[config.mk]
export PLATFORM = sky130hd
export DESIGN_NAME = mrt_timer_ui
export DESIGN_NICKNAME = d
export VERILOG_FILES = /design/src/common/mrt_pkg.sv /design/src/rtl/mrt_timer_ui.sv
export SDC_FILE = /design/constraint.sdc
export NUM_CORES = 1
export LEC_CHECK = 0
export ABC_AREA = 1
export BUFFER_PORTS_ARGS = -buffer_cell sky130_fd_sc_hd__clkbuf_2
export CORE_MARGIN = 8
export CORE_UTILIZATION = 50
export CTS_BUF_LIST = sky130_fd_sc_hd__clkbuf_4 sky130_fd_sc_hd__clkbuf_8
export DETAILED_ROUTE_END_ITERATION = 12
export PLACE_DENSITY_LB_ADDON = 0.05
export SLEW_MARGIN = 20
export SYNTH_ARGS = -nofsm -noshare
export SYNTH_HDL_FRONTEND = slang
export SYNTH_SLANG_ARGS = --single-unit
[constraint.sdc]
create_clock -name mclk_in -period 9.67 [get_ports mclk_in]
set_input_delay 1.4505 -clock mclk_in [delete_from_list [all_inputs] [get_ports mclk_in]]
set_output_delay 1.4505 -clock mclk_in [all_outputs]
set_load 0.02 [all_outputs]
[src/common/mrt_pkg.sv]
// Constants, types and helper functions for the multifunction relay timer.
// Overview of operation
// RULE1: Fourteen functions: five supply, nine start input.
// RULE2: Power-up self-test, then function select, first code.
// RULE3: Plus and minus step the function.
// RULE4: Light interval and start symbols per function.
// RULE5: OK confirms function; range indicators flash.
// RULE6: MODE cycles seven scales with own limits.
// RULE7: OK confirms scale; four digits flash.
// RULE8: Plus/minus set first interval; OK confirms.
// RULE9: Second interval offered; OK copies first time.
// RULE10: MODE repeats range and time for second.
// RULE11: MODE held five seconds re-enters programming.
// RULE12: Changed function forces re-entry; else OK skips.
// RULE13: Programming aborts timing and drops relay.
// RULE14: Idle shows function, start status, first interval.
// RULE15: Differing intervals alternate; equal light both.
// RULE16: Triggered shows flashes, interval, clock, remaining.
// RULE17: Relay LED follows energised relay.
// RULE18: Accumulate relay hours; OK held shows total.
// RULE19: Above 9999 hours show hundredfold and divide.
// RULE20: Hour total returns to normal after ten seconds.
// RULE21: OK held again clears hour total.
// RULE22: Hidden reset restarts but keeps settings.
// RULE23: All timing from one tenth-second tick.
package mrt_pkg;
    localparam int CLK_HZ = 50_000_000;
    localparam int TICK_MS = 100;
    localparam int TICK_CYC = CLK_HZ / 1000 * TICK_MS;
    localparam int TICKS_PER_S = 1000 / TICK_MS;
    localparam int HOLD_S = 5;
    localparam int ALT_S = 5;
    localparam int SHOW_S = 10;
    localparam logic [7:0] HOLD_TK = 8'(HOLD_S * TICKS_PER_S);
    localparam logic [7:0] ALT_TK = 8'(ALT_S * TICKS_PER_S);
    localparam logic [7:0] SHOW_TK = 8'(SHOW_S * TICKS_PER_S);
    localparam logic [7:0] TEST_TK = 8'h0A;
    localparam logic [15:0] HOUR_TK = 16'h8CA0;
    localparam logic [3:0] FUNC_FIRST = 4'h1;
    localparam logic [3:0] FUNC_LAST = 4'hE;
    localparam logic [14:0] T2_MASK = 15'h7C30;
    localparam logic [14:0] START_MASK = 15'h7FC0;
    localparam logic [2:0] SC_H = 3'h0;
    localparam logic [2:0] SC_HM = 3'h1;
    localparam logic [2:0] SC_M = 3'h2;
    localparam logic [2:0] SC_MS = 3'h3;
    localparam logic [2:0] SC_S = 3'h4;
    localparam logic [2:0] SC_SD = 3'h5;
    localparam logic [2:0] SC_D = 3'h6;
    localparam logic [12:0] VAL_MIN = 13'h0001;
    localparam logic [6:0] LO_MAX = 7'h63;
    localparam logic [13:0] HI_MAX = 14'h270F;
    localparam logic [13:0] HUNDREDFOLD_SCALE_INDICATOR_AT = 14'h0064;
    localparam logic [13:0] TEST_VAL = 14'h22B8;
    localparam logic [3:0] REG_CTRL = 4'h0;
    localparam logic [3:0] REG_STAT = 4'h1;
    localparam logic [3:0] REG_HOURS = 4'h2;
    localparam logic CTRL_RST = 1'h1;

    typedef enum logic [6:0] {
        ST_TEST = 7'h01, ST_FSEL = 7'h02, ST_RSEL = 7'h04,
        ST_TSEL = 7'h08, ST_T2ASK = 7'h10, ST_RUN = 7'h20,
        ST_HOURS = 7'h40
    } mrt_state_e;

    typedef struct packed {
        logic plus;
        logic minus;
        logic ok;
        logic mode;
    } mrt_btn_s;

    typedef struct packed {
        logic [2:0] scale;
        logic [12:0] val;
    } mrt_ivl_s;

    localparam mrt_ivl_s IVL_RST = '{scale: SC_S, val: VAL_MIN};

    typedef struct packed {
        logic [3:0] func;
        logic func_flash;
        logic [13:0] value;
        logic digit_flash;
        logic [2:0] scale;
        logic scale_flash;
        logic t1_ind;
        logic t2_ind;
        logic start_sym;
        logic start_lvl;
        logic clock_sym;
        logic dp_flash;
        logic hundredfold_scale_indicator_ind;
    } mrt_disp_s;

    function automatic logic [15:0] mrt_unit(input logic [2:0] s);
        unique case (s)
            SC_H: mrt_unit = 16'h8CA0;
            SC_HM, SC_M: mrt_unit = 16'h0258;
            SC_MS, SC_S: mrt_unit = 16'h000A;
            default: mrt_unit = 16'h0001;
        endcase
    endfunction : mrt_unit

    function automatic logic [12:0] mrt_max(input logic [2:0] s);
        unique case (s)
            SC_H: mrt_max = 13'h0063;
            SC_HM: mrt_max = 13'h176F;
            SC_M, SC_S: mrt_max = 13'h003B;
            SC_MS: mrt_max = 13'h0E0F;
            SC_SD: mrt_max = 13'h0257;
            default: mrt_max = 13'h0009;
        endcase
    endfunction : mrt_max
endpackage : mrt_pkg

[src/rtl/mrt_timer_ui.sv]
// Front-panel control, interval timing and hour counter of the relay timer.
`timescale 1ns/1ps
`default_nettype none
module mrt_timer_ui #(
    parameter int TICK_CYCLES = mrt_pkg::TICK_CYC
) (
    input wire logic mclk_in,
    input wire logic srst_in,
    input wire logic master_rst_in,
    input wire mrt_pkg::mrt_btn_s btn_in,
    input wire logic start_in,
    input wire logic [3:0] addr_in,
    input wire logic [31:0] wdata_in,
    input wire logic wr_in,
    input wire logic rd_in,
    output logic [31:0] rdata_out,
    output logic relay_out,
    output logic relay_led_out,
    output mrt_pkg::mrt_disp_s disp_out
);
    import mrt_pkg::*;

    logic mrst;
    logic [22:0] div;
    logic tick;
    logic [3:0] bq;
    logic [3:0] pr;
    logic [7:0] mode_hold;
    logic [7:0] ok_hold;
    logic mode_fire;
    logic ok_fire;
    mrt_state_e st;
    mrt_state_e st_q;
    logic [7:0] tmr;
    logic [3:0] func;
    mrt_ivl_s ivl [2];
    logic idx;
    logic fchg;
    logic programmed;
    logic use2;
    logic use_st;
    logic start_q;
    logic run_en;
    logic active;
    logic phase;
    logic done;
    logic [12:0] rem;
    logic [15:0] sub;
    mrt_ivl_s cur;
    logic [15:0] on_tk;
    logic [6:0] hrs_lo;
    logic [13:0] hrs_hi;
    logic [7:0] alt_tk;
    logic show2;
    logic same;
    mrt_disp_s next_disp;

    // The hidden reset restarts control but leaves settings alone.
    assign mrst = srst_in | master_rst_in; // RULE22
    assign use2 = T2_MASK[func];
    assign use_st = START_MASK[func];
    assign same = (ivl[0] == ivl[1]);
    assign cur = ivl[phase];
    assign pr = btn_in & ~bq;

    always_ff @(posedge mclk_in) begin
        if (mrst || div == 23'(TICK_CYCLES - 1)) begin
            div <= '0;
        end else begin
            div <= div + 23'h000001;
        end
        tick <= !mrst && div == 23'(TICK_CYCLES - 1); // RULE23
    end

    always_ff @(posedge mclk_in) begin
        if (mrst) begin
            bq <= 4'hF;
            start_q <= 1'b0;
        end else begin
            bq <= btn_in;
            start_q <= start_in;
        end
    end

    // Hold counters saturate so a held button fires once per press.
    assign mode_fire = tick && btn_in.mode && mode_hold == HOLD_TK - 8'h01;
    assign ok_fire = tick && btn_in.ok && ok_hold == HOLD_TK - 8'h01;

    always_ff @(posedge mclk_in) begin
        if (mrst || !btn_in.mode) begin
            mode_hold <= '0;
        end else if (tick && mode_hold != HOLD_TK) begin
            mode_hold <= mode_hold + 8'h01;
        end
        if (mrst || !btn_in.ok) begin
            ok_hold <= '0;
        end else if (tick && ok_hold != HOLD_TK) begin
            ok_hold <= ok_hold + 8'h01;
        end
    end

    always_ff @(posedge mclk_in) begin
        st_q <= st;
        if (mrst || st != st_q) begin
            tmr <= '0;
        end else if (tick) begin
            tmr <= tmr + 8'h01;
        end
    end

    always_ff @(posedge mclk_in) begin
        if (srst_in) begin
            st <= ST_TEST; // RULE2
            func <= FUNC_FIRST;
            ivl[0] <= IVL_RST;
            ivl[1] <= IVL_RST;
            programmed <= 1'b0;
            idx <= 1'b0;
            fchg <= 1'b0;
        end else if (master_rst_in) begin
            st <= ST_TEST; // RULE22
            idx <= 1'b0;
        end else begin
            unique case (st)
                ST_TEST: begin
                    if (tick && tmr == TEST_TK - 8'h01) begin
                        st <= programmed ? ST_RUN : ST_FSEL; // RULE2
                    end
                end
                ST_FSEL: begin
                    if (pr[3]) begin
                        func <= (func == FUNC_LAST) ? FUNC_FIRST
                                : func + 4'h1; // RULE1 RULE3
                        fchg <= 1'b1;
                    end else if (pr[2]) begin
                        func <= (func == FUNC_FIRST) ? FUNC_LAST
                                : func - 4'h1; // RULE1 RULE3
                        fchg <= 1'b1;
                    end else if (pr[1]) begin
                        st <= ST_RSEL; // RULE5
                        idx <= 1'b0;
                        if (fchg) begin
                            ivl[0] <= IVL_RST; // RULE12
                            ivl[1] <= IVL_RST;
                        end
                    end
                end
                ST_RSEL: begin
                    if (pr[0]) begin
                        ivl[idx].scale <= (ivl[idx].scale == SC_D) ? SC_H
                                : ivl[idx].scale + 3'h1; // RULE6
                        ivl[idx].val <= VAL_MIN;
                    end else if (pr[1]) begin
                        st <= ST_TSEL; // RULE7
                    end
                end
                ST_TSEL: begin
                    if (pr[3]) begin
                        if (ivl[idx].val < mrt_max(ivl[idx].scale)) begin
                            ivl[idx].val <= ivl[idx].val + 13'h0001; // RULE8
                        end
                    end else if (pr[2]) begin
                        if (ivl[idx].val > VAL_MIN) begin
                            ivl[idx].val <= ivl[idx].val - 13'h0001; // RULE8
                        end
                    end else if (pr[1]) begin
                        if (!idx && use2) begin
                            st <= ST_T2ASK; // RULE9
                        end else begin
                            st <= ST_RUN; // RULE8 RULE10
                            programmed <= 1'b1;
                        end
                    end
                end
                ST_T2ASK: begin
                    if (pr[1]) begin
                        ivl[1] <= ivl[0]; // RULE9
                        st <= ST_RUN;
                        programmed <= 1'b1;
                    end else if (pr[0]) begin
                        idx <= 1'b1; // RULE10
                        st <= ST_RSEL;
                    end
                end
                ST_RUN: begin
                    if (mode_fire) begin
                        st <= ST_FSEL; // RULE11
                        fchg <= 1'b0;
                    end else if (ok_fire) begin
                        st <= ST_HOURS; // RULE18
                    end
                end
                ST_HOURS: begin
                    if (mode_fire) begin
                        st <= ST_FSEL; // RULE11
                        fchg <= 1'b0;
                    end else if (ok_fire) begin
                        st <= ST_RUN; // RULE21
                    end else if (tick && tmr == SHOW_TK - 8'h01) begin
                        st <= ST_RUN; // RULE20
                    end
                end
            endcase
        end
    end

    // Timing runs only in normal operation; leaving it aborts the cycle.
    always_ff @(posedge mclk_in) begin
        if (mrst || !(st inside {ST_RUN, ST_HOURS})) begin
            active <= 1'b0; // RULE13
            relay_out <= 1'b0;
            relay_led_out <= 1'b0;
            phase <= 1'b0;
            done <= 1'b0;
            rem <= '0;
            sub <= '0;
        end else if (run_en && !active
                && (use_st ? (start_in && !start_q) : !done)) begin
            active <= 1'b1; // RULE1
            phase <= 1'b0;
            rem <= ivl[0].val;
            sub <= '0;
            relay_out <= 1'b1;
            relay_led_out <= 1'b1; // RULE17
        end else if (active && tick) begin
            if (sub == mrt_unit(cur.scale) - 16'h0001) begin
                sub <= '0;
                if (rem != 13'h0001) begin
                    rem <= rem - 13'h0001; // RULE23
                end else if (!phase && use2) begin
                    phase <= 1'b1;
                    rem <= ivl[1].val;
                    relay_out <= 1'b0;
                    relay_led_out <= 1'b0; // RULE17
                end else begin
                    active <= 1'b0;
                    done <= 1'b1;
                    relay_out <= 1'b0;
                    relay_led_out <= 1'b0; // RULE17
                end
            end else begin
                sub <= sub + 16'h0001;
            end
        end
    end

    // Hours are kept as hundreds and remainder so division is free.
    always_ff @(posedge mclk_in) begin
        if (srst_in || (st == ST_HOURS && ok_fire)) begin
            on_tk <= '0; // RULE21
            hrs_lo <= '0;
            hrs_hi <= '0;
        end else if (relay_out && tick) begin
            if (on_tk == HOUR_TK - 16'h0001) begin
                on_tk <= '0; // RULE18
                if (hrs_lo == LO_MAX) begin
                    hrs_lo <= '0;
                    if (hrs_hi != HI_MAX) begin
                        hrs_hi <= hrs_hi + 14'h0001;
                    end
                end else begin
                    hrs_lo <= hrs_lo + 7'h01;
                end
            end else begin
                on_tk <= on_tk + 16'h0001;
            end
        end
    end

    always_ff @(posedge mclk_in) begin
        if (mrst || st != ST_RUN || active || !use2 || same) begin
            alt_tk <= '0;
            show2 <= 1'b0;
        end else if (tick) begin
            if (alt_tk == ALT_TK - 8'h01) begin
                alt_tk <= '0;
                show2 <= !show2; // RULE15
            end else begin
                alt_tk <= alt_tk + 8'h01;
            end
        end
    end

    always_comb begin
        next_disp = '0;
        next_disp.func = func;
        next_disp.start_sym = use_st; // RULE4 RULE14
        next_disp.start_lvl = use_st && start_q;
        next_disp.t1_ind = 1'b1;
        next_disp.t2_ind = use2; // RULE4
        next_disp.scale = ivl[idx].scale;
        next_disp.value = 14'(ivl[idx].val);
        unique case (st)
            ST_TEST: begin
                next_disp = '1;
                next_disp.value = TEST_VAL;
                next_disp.scale = SC_H;
            end
            ST_FSEL: begin
                next_disp.func_flash = 1'b1; // RULE2
            end
            ST_RSEL, ST_TSEL: begin
                next_disp.scale_flash = (st == ST_RSEL); // RULE5
                next_disp.digit_flash = (st == ST_TSEL); // RULE7
                next_disp.t1_ind = !idx;
                next_disp.t2_ind = idx;
            end
            ST_T2ASK: begin
                next_disp.t1_ind = 1'b0;
                next_disp.t2_ind = 1'b1; // RULE9
            end
            ST_RUN: begin
                if (active) begin
                    next_disp.func_flash = 1'b1; // RULE16
                    next_disp.dp_flash = 1'b1;
                    next_disp.clock_sym = 1'b1;
                    next_disp.t1_ind = !phase;
                    next_disp.t2_ind = phase;
                    next_disp.scale = cur.scale;
                    next_disp.value = 14'(rem);
                end else begin
                    next_disp.t1_ind = !show2 || (use2 && same); // RULE15
                    next_disp.t2_ind = use2 && (same || show2);
                    next_disp.scale = ivl[show2].scale; // RULE14
                    next_disp.value = 14'(ivl[show2].val);
                end
            end
            ST_HOURS: begin
                next_disp.t1_ind = 1'b0;
                next_disp.t2_ind = 1'b0;
                next_disp.scale = SC_H;
                next_disp.hundredfold_scale_indicator_ind = (hrs_hi >= HUNDREDFOLD_SCALE_INDICATOR_AT); // RULE19
                next_disp.value = (hrs_hi >= HUNDREDFOLD_SCALE_INDICATOR_AT) ? hrs_hi
                        : 14'(hrs_hi * 14'h0064) + 14'(hrs_lo);
            end
        endcase
    end

    always_ff @(posedge mclk_in) begin
        if (mrst) begin
            disp_out <= '0;
        end else begin
            disp_out <= next_disp;
        end
    end

    always_ff @(posedge mclk_in) begin
        if (srst_in) begin
            run_en <= CTRL_RST;
        end else if (wr_in && addr_in == REG_CTRL) begin
            run_en <= wdata_in[0];
        end
        rdata_out <= '0;
        if (!srst_in && rd_in) begin
            unique case (addr_in)
                REG_CTRL: rdata_out <= {31'h0, run_en};
                REG_STAT: rdata_out <= {17'h0, func, relay_out,
                        phase, active, 1'b0, st};
                REG_HOURS: rdata_out <= {2'h0, hrs_hi, 9'h0, hrs_lo};
                default: rdata_out <= '0;
            endcase
        end
    end
endmodule : mrt_timer_ui
`default_nettype wire

* After elaboration in Yosys (flattened, before gate mapping) *
Memory sizes are Yosys's and may differ from the RTL's. A register that Yosys moved wholly into a read port is not among the register bits.
Cells that the tools add are included.
Widths: inputs -> output; s select.

storage, ports and cells
  flip-flop bits (word level) = 217
  RAM bits = 32
  ROM bits = 32
  input bits = 46
  logic and storage cells = 351
  memories = 3

operators by class
  add/sub/neg operators = 17
  multiply operators = 1
  $lt $le $gt $ge = 4
  eq/ne operators = 57
  multiplexer cells = 138
  bitwise logic cells = 12
  reduce and logical (&&, ||, !) cells = 80

memories
  memory            words  bits a word  rd ports  clocked after memory_dff  wr ports  line                RTL
  ivl               2      16           5         3                         2         mrt_timer_ui.sv:36  mrt_ivl_s ivl [2];
  (name not given)  16     1            1         1                         0         mrt_timer_ui.sv:61  assign use_st = START_MASK[func];
  (name not given)  16     1            1         1                         0         mrt_timer_ui.sv:60  assign use2 = T2_MASK[func];

operators by type and width
  operator               count
  $mux 13                12
  $mux 16                9
  $mux 7                 17
  $pmux 30 s3            1
  $mux 1                 66
  $pmux 13 s5            1
  $pmux 7 s7             1
  $pmux 16 s3            1
  $pmux 14 s3            1
  $mux 4                 9
  $add 16x1->16 const B  2
  $add 8x1->8 const B    4
  $eq 16x16->1           2
  $ne 2x2->1 const B     15
  $sub 13x1->13 const B  2
  $eq 8x6->1 const B     3
  $add 23x1->23 const B  1
  $eq 23x23->1 const B   1
  $logic_and 1x1->1      22
  $reduce_or 2->1        9
  $eq 16x16->1 const B   1
  $ne 8x6->1 const B     2
  $reduce_and 4->1       4
  $reduce_or 16->1       1
  other kinds (60)       122

* Logic depth before layout (Yosys ltp) *
Gate-level depths: netlist of the first run.

  depth after elaboration = 18
  depth in mapped cells = 24
  gate-level depth less buffers = 22

* Least setup slack after synthesis of the first run *
OpenSTA, ideal clock, no wires.

  path type = input to register
  start point = in btn_in[3] (netlist bit)
  end point = mem ivl[0][0] (netlist bit), enable pin
  library setup time = 0.356 ns
  arrival = 3.061 ns
  required time = 9.314 ns
  slack = 6.253 ns
  cell stages on the path = 13
  path buffers = 1
  cell sequence = inv_1 > nor2_1 > inv_1 > nor3_1 > nand3_1 > nor2_1 > nand2_1 > nand2_4 > inv_2 > nand2_4 > nand2_4 > buf_6 > nand2_1

RTL lines
  item                line                RTL
  start: declaration  mrt_timer_ui.sv:10  input wire mrt_pkg::mrt_btn_s btn_in,
  end: declaration    mrt_timer_ui.sv:36

==> flow_metrics.env, run 1 <==
export IMPL_drt_initial_drc_count=1101
export IMPL_start_util_pct=51.0
export IMPL_tightest_slew_ns=1.09
export IMPL_synthArstFlopShare_pct=0
export IMPL_dp_hpwl_um=31800
export IMPL_drc=0
export IMPL_synth_edf_count=32
export IMPL_grt_usage_pct=23.2
export IMPL_cts_hold_buf=0
export IMPL_hold_path_class="reg2reg"
export IMPL_grt_busiest_layer="met2"
export IMPL_first_global_vias=13000
export IMPL_setup_viol=0
export IMPL_synth_distinct_cells=66
export IMPL_dieHeight_um=188
export IMPL_place_gp_congestion=0.980
export IMPL_path_delay_family="simple AND/OR/NAND/NOR gates"
export IMPL_timing_final_ws_setup_ns=5.22
export IMPL_clkSlewWorstSetupHoldPaths_ns=0.06
export IMPL_fin_setup_tns_ns=0
export IMPL_cp_arrival_ns=4.63
export IMPL_viasPerCell=5.42
export IMPL_ys_warn_count=0
export IMPL_cts_tree="yes"
export IMPL_final_hold_viol_count=0
export IMPL_numCtsBuffers=44
export IMPL_path_class="reg2reg"
export IMPL_dp_slack_ns=5.18
export IMPL_fin_crit_sh_pct=46.0
export IMPL_syn_avg_cell_area_um2=7.20
export IMPL_stdcell_area_mm2=0.0163
export IMPL_period_needed_ns=4.45
export IMPL_clockBufferDepth=3
export IMPL_use_met2_pct=38.2
export IMPL_drive_above_1_share_pct=11.2
export IMPL_synth_area_mm2=0.0147
export IMPL_io_pins=111
export IMPL_grt_start_max_net_pins=34
export IMPL_rsz0062_at_grt="false"
export IMPL_ant_nets=0
export IMPL_outcome="finished, final reports clean"
export IMPL_syn_inst=2043
export IMPL_fp_dieW_um=188
export IMPL_slew_violations=0
export IMPL_ys_seq_area_share_pct=36.1
export IMPL_rows=62
export IMPL_ctsResizeCount=0
export IMPL_ys_ff_latch=249
export IMPL_finClkSkew_ns=0.0237
export IMPL_cp_start_kind="flop"
export IMPL_ys_flop_type="dfxtp_1"
export IMPL_cts_root_buffer="clkbuf_8"
export IMPL_maxCapViolCount=0
export IMPL_slew_headroom_pct=26.5
export IMPL_num_nets_final=2253
export IMPL_wl_um=41600
export IMPL_use_met3_pct=4.01
export IMPL_p_per_area_mw_per_mm2=174
export IMPL_slowest_stage="dfxtp_2"
export IMPL_vias=13800
export IMPL_wire_per_inst_um=16.4
export IMPL_die_area_mm2=0.0352
export IMPL_path_max_fanout=33
export IMPL_total_power_mw=2.83
export IMPL_fillers=2915
export IMPL_ctsHtreeMaxLevel=2
export IMPL_area_growth_pct=10.8
export IMPL_p_leak_nw=6.75
export IMPL_grt_pass1_wl_um=67400
export IMPL_path_buf_inv=3
export IMPL_placed_area_mm2=0.0154
export IMPL_crit_top_cell="nand2_1"
export IMPL_end_kind="flop"
export IMPL_grt_util_met1_pct=30.2
export IMPL_final_cell_mix="412 x nand2_1, 263 x inv_1, 232 x nor2_1"
export IMPL_peakVddDrop_mv=0.112
export IMPL_diodes=0
export IMPL_io_buffers=75
export IMPL_grt_overflow=0
export IMPL_first_pass_iters=5
export IMPL_slowest_delay_ns=0.98
export IMPL_max_freq_mhz=225
export IMPL_worstPathRequired_ns=9.85
export IMPL_final_common_cell="nand2_1"
export IMPL_clk_latency_ns=0.57
export IMPL_core_mm2=0.0289
export IMPL_path_cells="nand2_1 -> o21ai_0 -> inv_1 -> ha_1 -> nor2_1 -> ha_1 -> nand2_1 -> inv_1 -> o21ai_0 -> nand3_1 -> nand2_1 -> nand2_1 -> nand2_1 -> nand2_1 -> nand2_4 -> inv_2 -> nand2_4 -> nand2_4 -> nand2_1"
export IMPL_cts_sinks=249
export IMPL_postCtsSetupBuffers=0
export IMPL_antenna_found_initial=0
==> metrics by stage <==
| stage | util [%] | std cells | hold slack, ns |
|---|---|---|---|
| after floorplan | - | 2046 | 0.361 |
| after global placement | 53.3 | 2466 | 0.375 |
| after CTS | 56.5 | 2545 | 0.384 |
| final | 56.5 | 2545 | 0.390 |
| after detailed placement | 53.3 | 2466 | 0.377 |
| after global routing | 56.5 | 2545 | 0.396 |
==> sequential cells by signal, summed over array words and instances, names as in the netlist, 13 cells and up, named ones only <==
name,count
div,23
rem,13
rdata_out,28
hrs_hi,14
on_tk,16
ivl,32
disp_out,30
sub,16
==> area by class of cell <==
class	instances	area, um^2	share of cell area, %
clock buffer	63	779	4.78
tap	384	480	2.95
sequential	249	5310	32.6
multi-input combinational	1469	8110	49.8
inverter	286	1080	6.61
clock inverter	16	140	0.860
timing repair buffer	78	398	2.44
==> power breakdown <==
part / internal [mW] / switching (mW) / leakage (nW) / total [mW]
clock: 0.576 / 0.441 / 0.486 / 1.02
sequential: 1.12 / 0.0407 / 2.07 / 1.16
combinational: 0.175 / 0.479 / 4.20 / 0.654
==> metal layers <==
layer,vias up,share of wire [%]
met5,-,0
met4,0,3.3
met3,88,7.1
met2,446,45
met1,6340,44
li1,6912,-
==> final timing paths <==
kind	start	slack [ns]	cells past startpoint	endpoint
max	flop	5.22	19	ivl[0][3]
max reg2reg	flop	5.22	19	ivl[0][3]
min	st[3]	0.39	0	st_q[3]
min reg2reg	st[3]	0.39	0	st_q[3]
==> cell usage after synthesis, drive strengths merged, types with 3 or more instances <==
cell	count	area, um^2
a211oi	8	60.1
a21oi	158	791
a22oi	6	45.0
a31oi	6	37.5
buf	20	146
clkbuf	22	82.6
clkinv	3	11.3
dfxtp	217	4340
edfxtp	32	961
fa	7	140
ha	72	901
inv	283	1060
nand2	428	1680
nand3	100	518
nand3b	4	30.0
nand4	46	300
nor2	244	971
nor3	79	417
nor3b	18	140
nor4	18	146
o211ai	8	60.1
o21a	4	38.8
o21ai	117	668
o221ai	8	70.1
o22ai	17	106
o31ai	4	30.0
or2	12	75.1
xnor2	26	228
xor2	58	508
==> cell families (layout without fill, tap and decap cells) <==
group / Yosys count / after routing / share of synthesized area (%)
and+or+nand+nor: 952 / 952 / 29.2
xor gates and xnor gates: 84 / 84 / 5.00
DFF: 249 / 249 / 36.1
buffers and inverters: 328 / 443 / 8.87
adders and majority gates: 79 / 79 / 7.08
AOI/OAI and AO/OA: 350 / 350 / 13.8
other: 1 / 4 / 0.0255
(Power assumes the default switching activity.)
==> inputs of run 2 (changes only) <==
==> constraint.sdc (replaced) <==
create_clock -name mclk_in -period 4.5 [get_ports mclk_in]
set_input_delay 0.675 -clock mclk_in [delete_from_list [all_inputs] [get_ports mclk_in]]
set_output_delay 0.675 -clock mclk_in [all_outputs]
set_load 0.02 [all_outputs]
==> run 2 against run 1 <==
Critical path depth decreased by 1. Hold slack got worse by 0.060 ns. Setup slack got worse by 4.6 ns.
==> flow_metrics.env, run 2 (synthesis gave the netlist of run 1 again) <==
export IMPL_core_mm2=0.0289
export IMPL_area_growth_pct=12.1
export IMPL_viasPerCell=5.44
export IMPL_p_per_area_mw_per_mm2=393
export IMPL_drt_initial_drc_count=1238
export IMPL_rows=62
export IMPL_final_common_cell="nand2_1"
export IMPL_postCtsSetupBuffers=0
export IMPL_diodes=0
export IMPL_regArea_mm2=0.00531
export IMPL_drc=0
export IMPL_grt_start_max_net_pins=28
export IMPL_cts_root_buffer="clkbuf_8"
export IMPL_die_area_mm2=0.0352
export IMPL_ctsHtreeMaxLevel=2
export IMPL_drive_above_1_share_pct=11.7
export IMPL_dpl_cell_count=2471
export IMPL_worstPathRequired_ns=4.66
export IMPL_cp_arrival_ns=4.07
export IMPL_slew_violations=0
export IMPL_ctsResizeCount=0
export IMPL_largest_register_ffs=32
export IMPL_final_cell_mix="412 x nand2_1, 263 x inv_1, 232 x nor2_1"
export IMPL_holdWs_ns=0.330
export IMPL_antenna_found_initial=0
export IMPL_final_hold_viol_count=0
export IMPL_path_class="reg2reg"
export IMPL_first_pass_iters=8
export IMPL_ant_nets=0
export IMPL_fp_dieW_um=188
export IMPL_p_leak_nw=6.86
export IMPL_rsz0062_at_grt="false"
export IMPL_multi_input_area_mm2=0.00811
export IMPL_vias=13900
export IMPL_timing_final_ws_setup_ns=0.592
export IMPL_max_freq_mhz=256
export IMPL_cp_start_kind="flop"
export IMPL_reg_largest_list="ivl x32, disp_out x30, rdata_out x28"
export IMPL_fillers=2879
export IMPL_path_delay_family="simple AND/OR/NAND/NOR gates"
export IMPL_grt_usage_pct=23.2
export IMPL_finClkSkew_ns=0.0493
export IMPL_fin_crit_sh_pct=86.8
export IMPL_path_buf_inv=4
export IMPL_clk_latency_ns=0.57
export IMPL_dp_slack_ns=0.679
export IMPL_io_buffers=75
export IMPL_wire_per_inst_um=16.4
export IMPL_path_max_fanout=13
export IMPL_cts_hold_buf=0
export IMPL_dp_hpwl_um=32200
export IMPL_maxCapViolCount=0
export IMPL_io_pins=111
export IMPL_layout_cells_non_filler=2554
export IMPL_peakVddDrop_mv=0.228
export IMPL_place_gp_congestion=0.966
export IMPL_tightest_slew_ns=0.976
export IMPL_period_needed_ns=3.91
export IMPL_path_cells="o21ai_0 -> inv_1 -> nor2_1 -> inv_1 -> nor2_1 -> inv_1 -> ha_1 -> nand2_1 -> nand2_1 -> nor3_1 -> nand3_1 -> nor2_1 -> nand2_1 -> nand2_4 -> inv_2 -> nand2_4 -> nand2_4 -> nand2_1"
export IMPL_slowest_delay_ns=0.51
export IMPL_first_global_vias=13100
export IMPL_clockBufferDepth=3
export IMPL_wl_um=41900
export IMPL_cts_tree="yes"
export IMPL_clkSlewWorstSetupHoldPaths_ns=0.06
export IMPL_outcome="finished, final reports clean"
export IMPL_slowest_stage="o21ai_0"
export IMPL_cts_sinks=249
export IMPL_numCtsBuffers=45
export IMPL_start_util_pct=51.0
export IMPL_total_power_mw=6.48
export IMPL_hold_path_class="in2reg"
export IMPL_num_nets_final=2259
export IMPL_crit_top_cell="nand2_1"
export IMPL_setup_viol=0
export IMPL_largest_register="ivl"
export IMPL_fin_setup_tns_ns=0
export IMPL_grt_overflow=0
export IMPL_end_kind="flop"
export IMPL_slew_headroom_pct=34.8
export IMPL_dieHeight_um=188
export IMPL_grt_pass1_wl_um=67800
[run 2: cell types whose count changed in the layout (fill, tap and decap cells not counted)]
cell	before	now
buf_4	3	8
bufinv_16	2	7
clkinv_1	7	3
clkbuf_8	49	51
clkinv_2	6	8
clkinvlp_4	2	1
inv_6	1	2
inv_8	1	0
[run 2: worst min-delay path: cells and delay by family]
kind | cells | cell delay [ns]
buffers and inverters | 2 | 0.13
AND/OR/NAND/NOR | 1 | 0.04
[run 2: path summary, 6_finish.rpt]
| path | cells after the start | slack (ns) | end | startpoint |
|---|---|---|---|---|
| worst min register to register | 0 | 0.40 | st_q[3] | st[3] |
| worst max register to register | 18 | 0.59 | ivl[0][9] | ivl[0][14] |
| worst max-delay path | 18 | 0.59 | ivl[0][9] | ivl[0][14] |
| worst min-delay path | 3 | 0.33 | start_q | start_in |
[run 2: final cells by class]
cell class	instances	area share, %
Clock buffer	65	4.89
Clock inverter	18	1.67
Inverter	286	6.53
Multi-Input combinational cell	1469	49.2
Sequential cell	249	32.2
Tap cell	384	2.91
Timing Repair Buffer	83	2.64
[run 2: metrics by stage]
| step | instance area [um^2] | util (%) |
|---|---|---|
| floorplan | 14700 | - |
| CTS | 16500 | 57.1 |
| finish | 16500 | 57.1 |
| global route | 16500 | 57.1 |
| global placement | 15400 | 53.4 |
| detailed placement | 15400 | 53.4 |
[run 2: where the power goes]
group          leakage, nW  internal [mW]  switching, mW
registers             2.07           2.42         0.0900
logic                 4.22          0.396           1.04
clock network        0.571           1.57          0.972
total                 6.86           4.38           2.10
[run 2: per-layer routing]
layer	track usage (%)	share of wire, %	up-vias	routed length (um)
li1	-	-	6939	-
met1	29.9	45	6410	18900
met2	39.3	46	457	19300
met3	3.77	6.1	87	2570
met4	7.33	2.8	0	1190
met5	0	0	-	0
==> inputs of run 3 (changes only) <==
--- a/config.mk
+++ b/config.mk
@@ -7,8 +7,10 @@
 export LEC_CHECK = 0
 export ABC_AREA = 1
 export BUFFER_PORTS_ARGS = -buffer_cell sky130_fd_sc_hd__clkbuf_2
+export CELL_PAD_IN_SITES_DETAIL_PLACEMENT = 1
+export CELL_PAD_IN_SITES_GLOBAL_PLACEMENT = 2
 export CORE_MARGIN = 8
-export CORE_UTILIZATION = 50
+export CORE_UTILIZATION = 36
 export CTS_BUF_LIST = sky130_fd_sc_hd__clkbuf_4 sky130_fd_sc_hd__clkbuf_8
 export DETAILED_ROUTE_END_ITERATION = 12
 export PLACE_DENSITY_LB_ADDON = 0.05
==> run 3 against run 2 <==
Cell count rose by 6.2%. Critical path depth did not move. Die area rose by 35%. Global-route usage fell by 2.0 points. Largest cell class unchanged. Largest power group is now sequential cells. Maximum frequency barely moved. Routed wire length rose by 22%.
==> flow_metrics.env, run 3 (synthesis gave the netlist of run 1 again) <==
export IMPL_ant_nets=0
export IMPL_viasPerCell=5.12
export IMPL_max_freq_mhz=256
export IMPL_cts_tree="yes"
export IMPL_fp_dieW_um=218
export IMPL_diodes=0
export IMPL_setup_viol=0
export IMPL_slowest_delay_ns=0.56
export IMPL_io_buffers=75
export IMPL_stdcell_area_mm2=0.0167
export IMPL_peakVddDrop_mv=0.231
export IMPL_use_met3_pct=3.21
export IMPL_end_kind="flop"
export IMPL_die_area_mm2=0.0476
export IMPL_cts_sinks=249
export IMPL_clockBufferDepth=3
export IMPL_use_met2_pct=33.8
export IMPL_hold_end="bq[2]"
export IMPL_drive_above_1_share_pct=12.2
export IMPL_r2r_end="ivl[0][0]"
export IMPL_ctsHtreeMaxLevel=2
export IMPL_timing_final_ws_setup_ns=0.593
export IMPL_cts_hold_buf=0
export IMPL_largest_register_ffs=32
export IMPL_clkSlewWorstSetupHoldPaths_ns=0.06
export IMPL_total_power_mw=6.62
export IMPL_period_needed_ns=3.91
export IMPL_worstPathRequired_ns=4.74
export IMPL_core_mm2=0.0406
export IMPL_drt_initial_drc_count=715
export IMPL_crit_top_cell="nand2_1"
export IMPL_path_class="reg2reg"
export IMPL_io_pins=111
export IMPL_final_cell_mix="412 x nand2_1, 263 x inv_1, 232 x nor2_1"
export IMPL_outcome="finished, final reports clean"
export IMPL_fin_setup_tns_ns=0
export IMPL_largest_register="ivl"
export IMPL_path_cells="o21ai_0 -> inv_1 -> nor2_1 -> inv_1 -> nor2_1 -> inv_1 -> ha_1 -> nand2_1 -> nand2_1 -> nor3_1 -> nand3_1 -> nor2_1 -> nand2_1 -> nand2_4 -> inv_2 -> nand2_4 -> nand2_4 -> nand2_1"
export IMPL_rr_startpoint="ivl[0][14]"
export IMPL_place_gp_congestion=0.862
export IMPL_cts_root_buffer="clkbuf_8"
export IMPL_num_nets_final=2269
export IMPL_start_util_pct=36.3
export IMPL_regToRegSetupSlack_ns=0.59
export IMPL_rows=74
export IMPL_wl_um=51000
export IMPL_r2r_cells=18
export IMPL_dp_hpwl_um=39400
export IMPL_maxCapViolCount=0
export IMPL_numCtsBuffers=48
export IMPL_wire_per_inst_um=18.8
export IMPL_fin_crit_sh_pct=86.8
export IMPL_antenna_found_initial=1
export IMPL_cp_start_kind="flop"
export IMPL_fillers=5179
export IMPL_vias=13900
export IMPL_slew_violations=0
export IMPL_dieHeight_um=218
export IMPL_grt_overflow=0
export IMPL_clk_latency_ns=0.64
export IMPL_area_growth_pct=13.6
export IMPL_finClkSkew_ns=0.0442
export IMPL_min_path_cells=3
export IMPL_path_max_fanout=13
export IMPL_grt_busiest_layer="met2"
export IMPL_grt_usage_pct=21.3
export IMPL_fin_util_pct=41.2
export IMPL_final_common_cell="nand2_1"
export IMPL_slew_headroom_pct=36.3
export IMPL_final_hold_viol_count=0
export IMPL_dp_slack_ns=0.630
export IMPL_p_per_area_mw_per_mm2=396
export IMPL_first_pass_iters=4
export IMPL_postCtsSetupBuffers=0
export IMPL_grt_util_met1_pct=29.5
export IMPL_first_global_vias=14300
export IMPL_tightest_slew_ns=0.952
export IMPL_ctsResizeCount=0
export IMPL_placed_area_mm2=0.0156
export IMPL_grt_start_max_net_pins=29
export IMPL_slowest_stage="o21ai_0"
export IMPL_hold_path_class="in2reg"
export IMPL_cp_arrival_ns=4.14
export IMPL_drc=0
export IMPL_min_from="btn_in[2]"
export IMPL_grt_pass1_wl_um=80200
export IMPL_rsz0062_at_grt="false"
export IMPL_startpoint="ivl[0][14]"
export IMPL_reg_largest_list="ivl x32, disp_out x30, rdata_out x28"
export IMPL_p_leak_nw=6.90
==> run 3: cell types whose count changed in the layout (fill, tap and decap cells not counted) <==
cell,before,now
clkbuf_8,51,60
buf_4,8,15
bufinv_16,7,2
clkbuf_4,14,17
clkinv_2,8,5
inv_6,2,1
inv_8,0,1
==> run 3: how the worst max path moves through the flow <==
stage                     cells past startpoint    endpoint
after detailed placement                     18  ivl[1][11]
after floorplan                              21   ivl[0][0]
final                                        18   ivl[0][0]
after global routing                         18   ivl[1][5]
after global placement                       19   ivl[0][9]
after CTS                                    18   ivl[1][8]
==> run 3: through the flow <==
step	hold WS (ns)	cells
floorplan	0.361	2046
global placement	0.385	2626
detailed placement	0.381	2626
CTS	0.218	2713
global route	0.250	2713
finish	0.286	2713
==> run 3: final cells by class <==
class | count | area (um^2) | area share [%]
clock buffers | 77 | 953 | 5.70
multi-input cells | 1469 | 8110 | 48.5
well taps | 532 | 666 | 3.98
inverters | 286 | 1080 | 6.44
clock inverters | 10 | 113 | 0.674
repair buffers | 90 | 488 | 2.92
flip-flops and latches | 249 | 5310 | 31.8
==> run 3: per-layer routing <==
metal | wire length, um | vias up
met1 | 25000 | 6659
met5 | 8 | -
met3 | 2440 | 57
met4 | 1030 | 2
met2 | 22500 | 251
li1 | - | 6934
==> run 3: critical path, delay by kind of cell, from the launching register on <==
family | cells | cell delay (ns)
AOI/OAI and AO/OA | 1 | 0.56
adders and majority gates | 1 | 0.31
and+or+nand+nor | 12 | 1.75
DFF | 1 | 0.47
buffers and inverters | 4 | 0.43
==> run 3: report_power, final <==
group          total [mW]  internal, mW  switching, mW
sequential           2.52          2.42         0.0994
clock                2.50          1.46           1.04
combinational        1.60         0.420           1.18
total                6.62          4.30           2.32
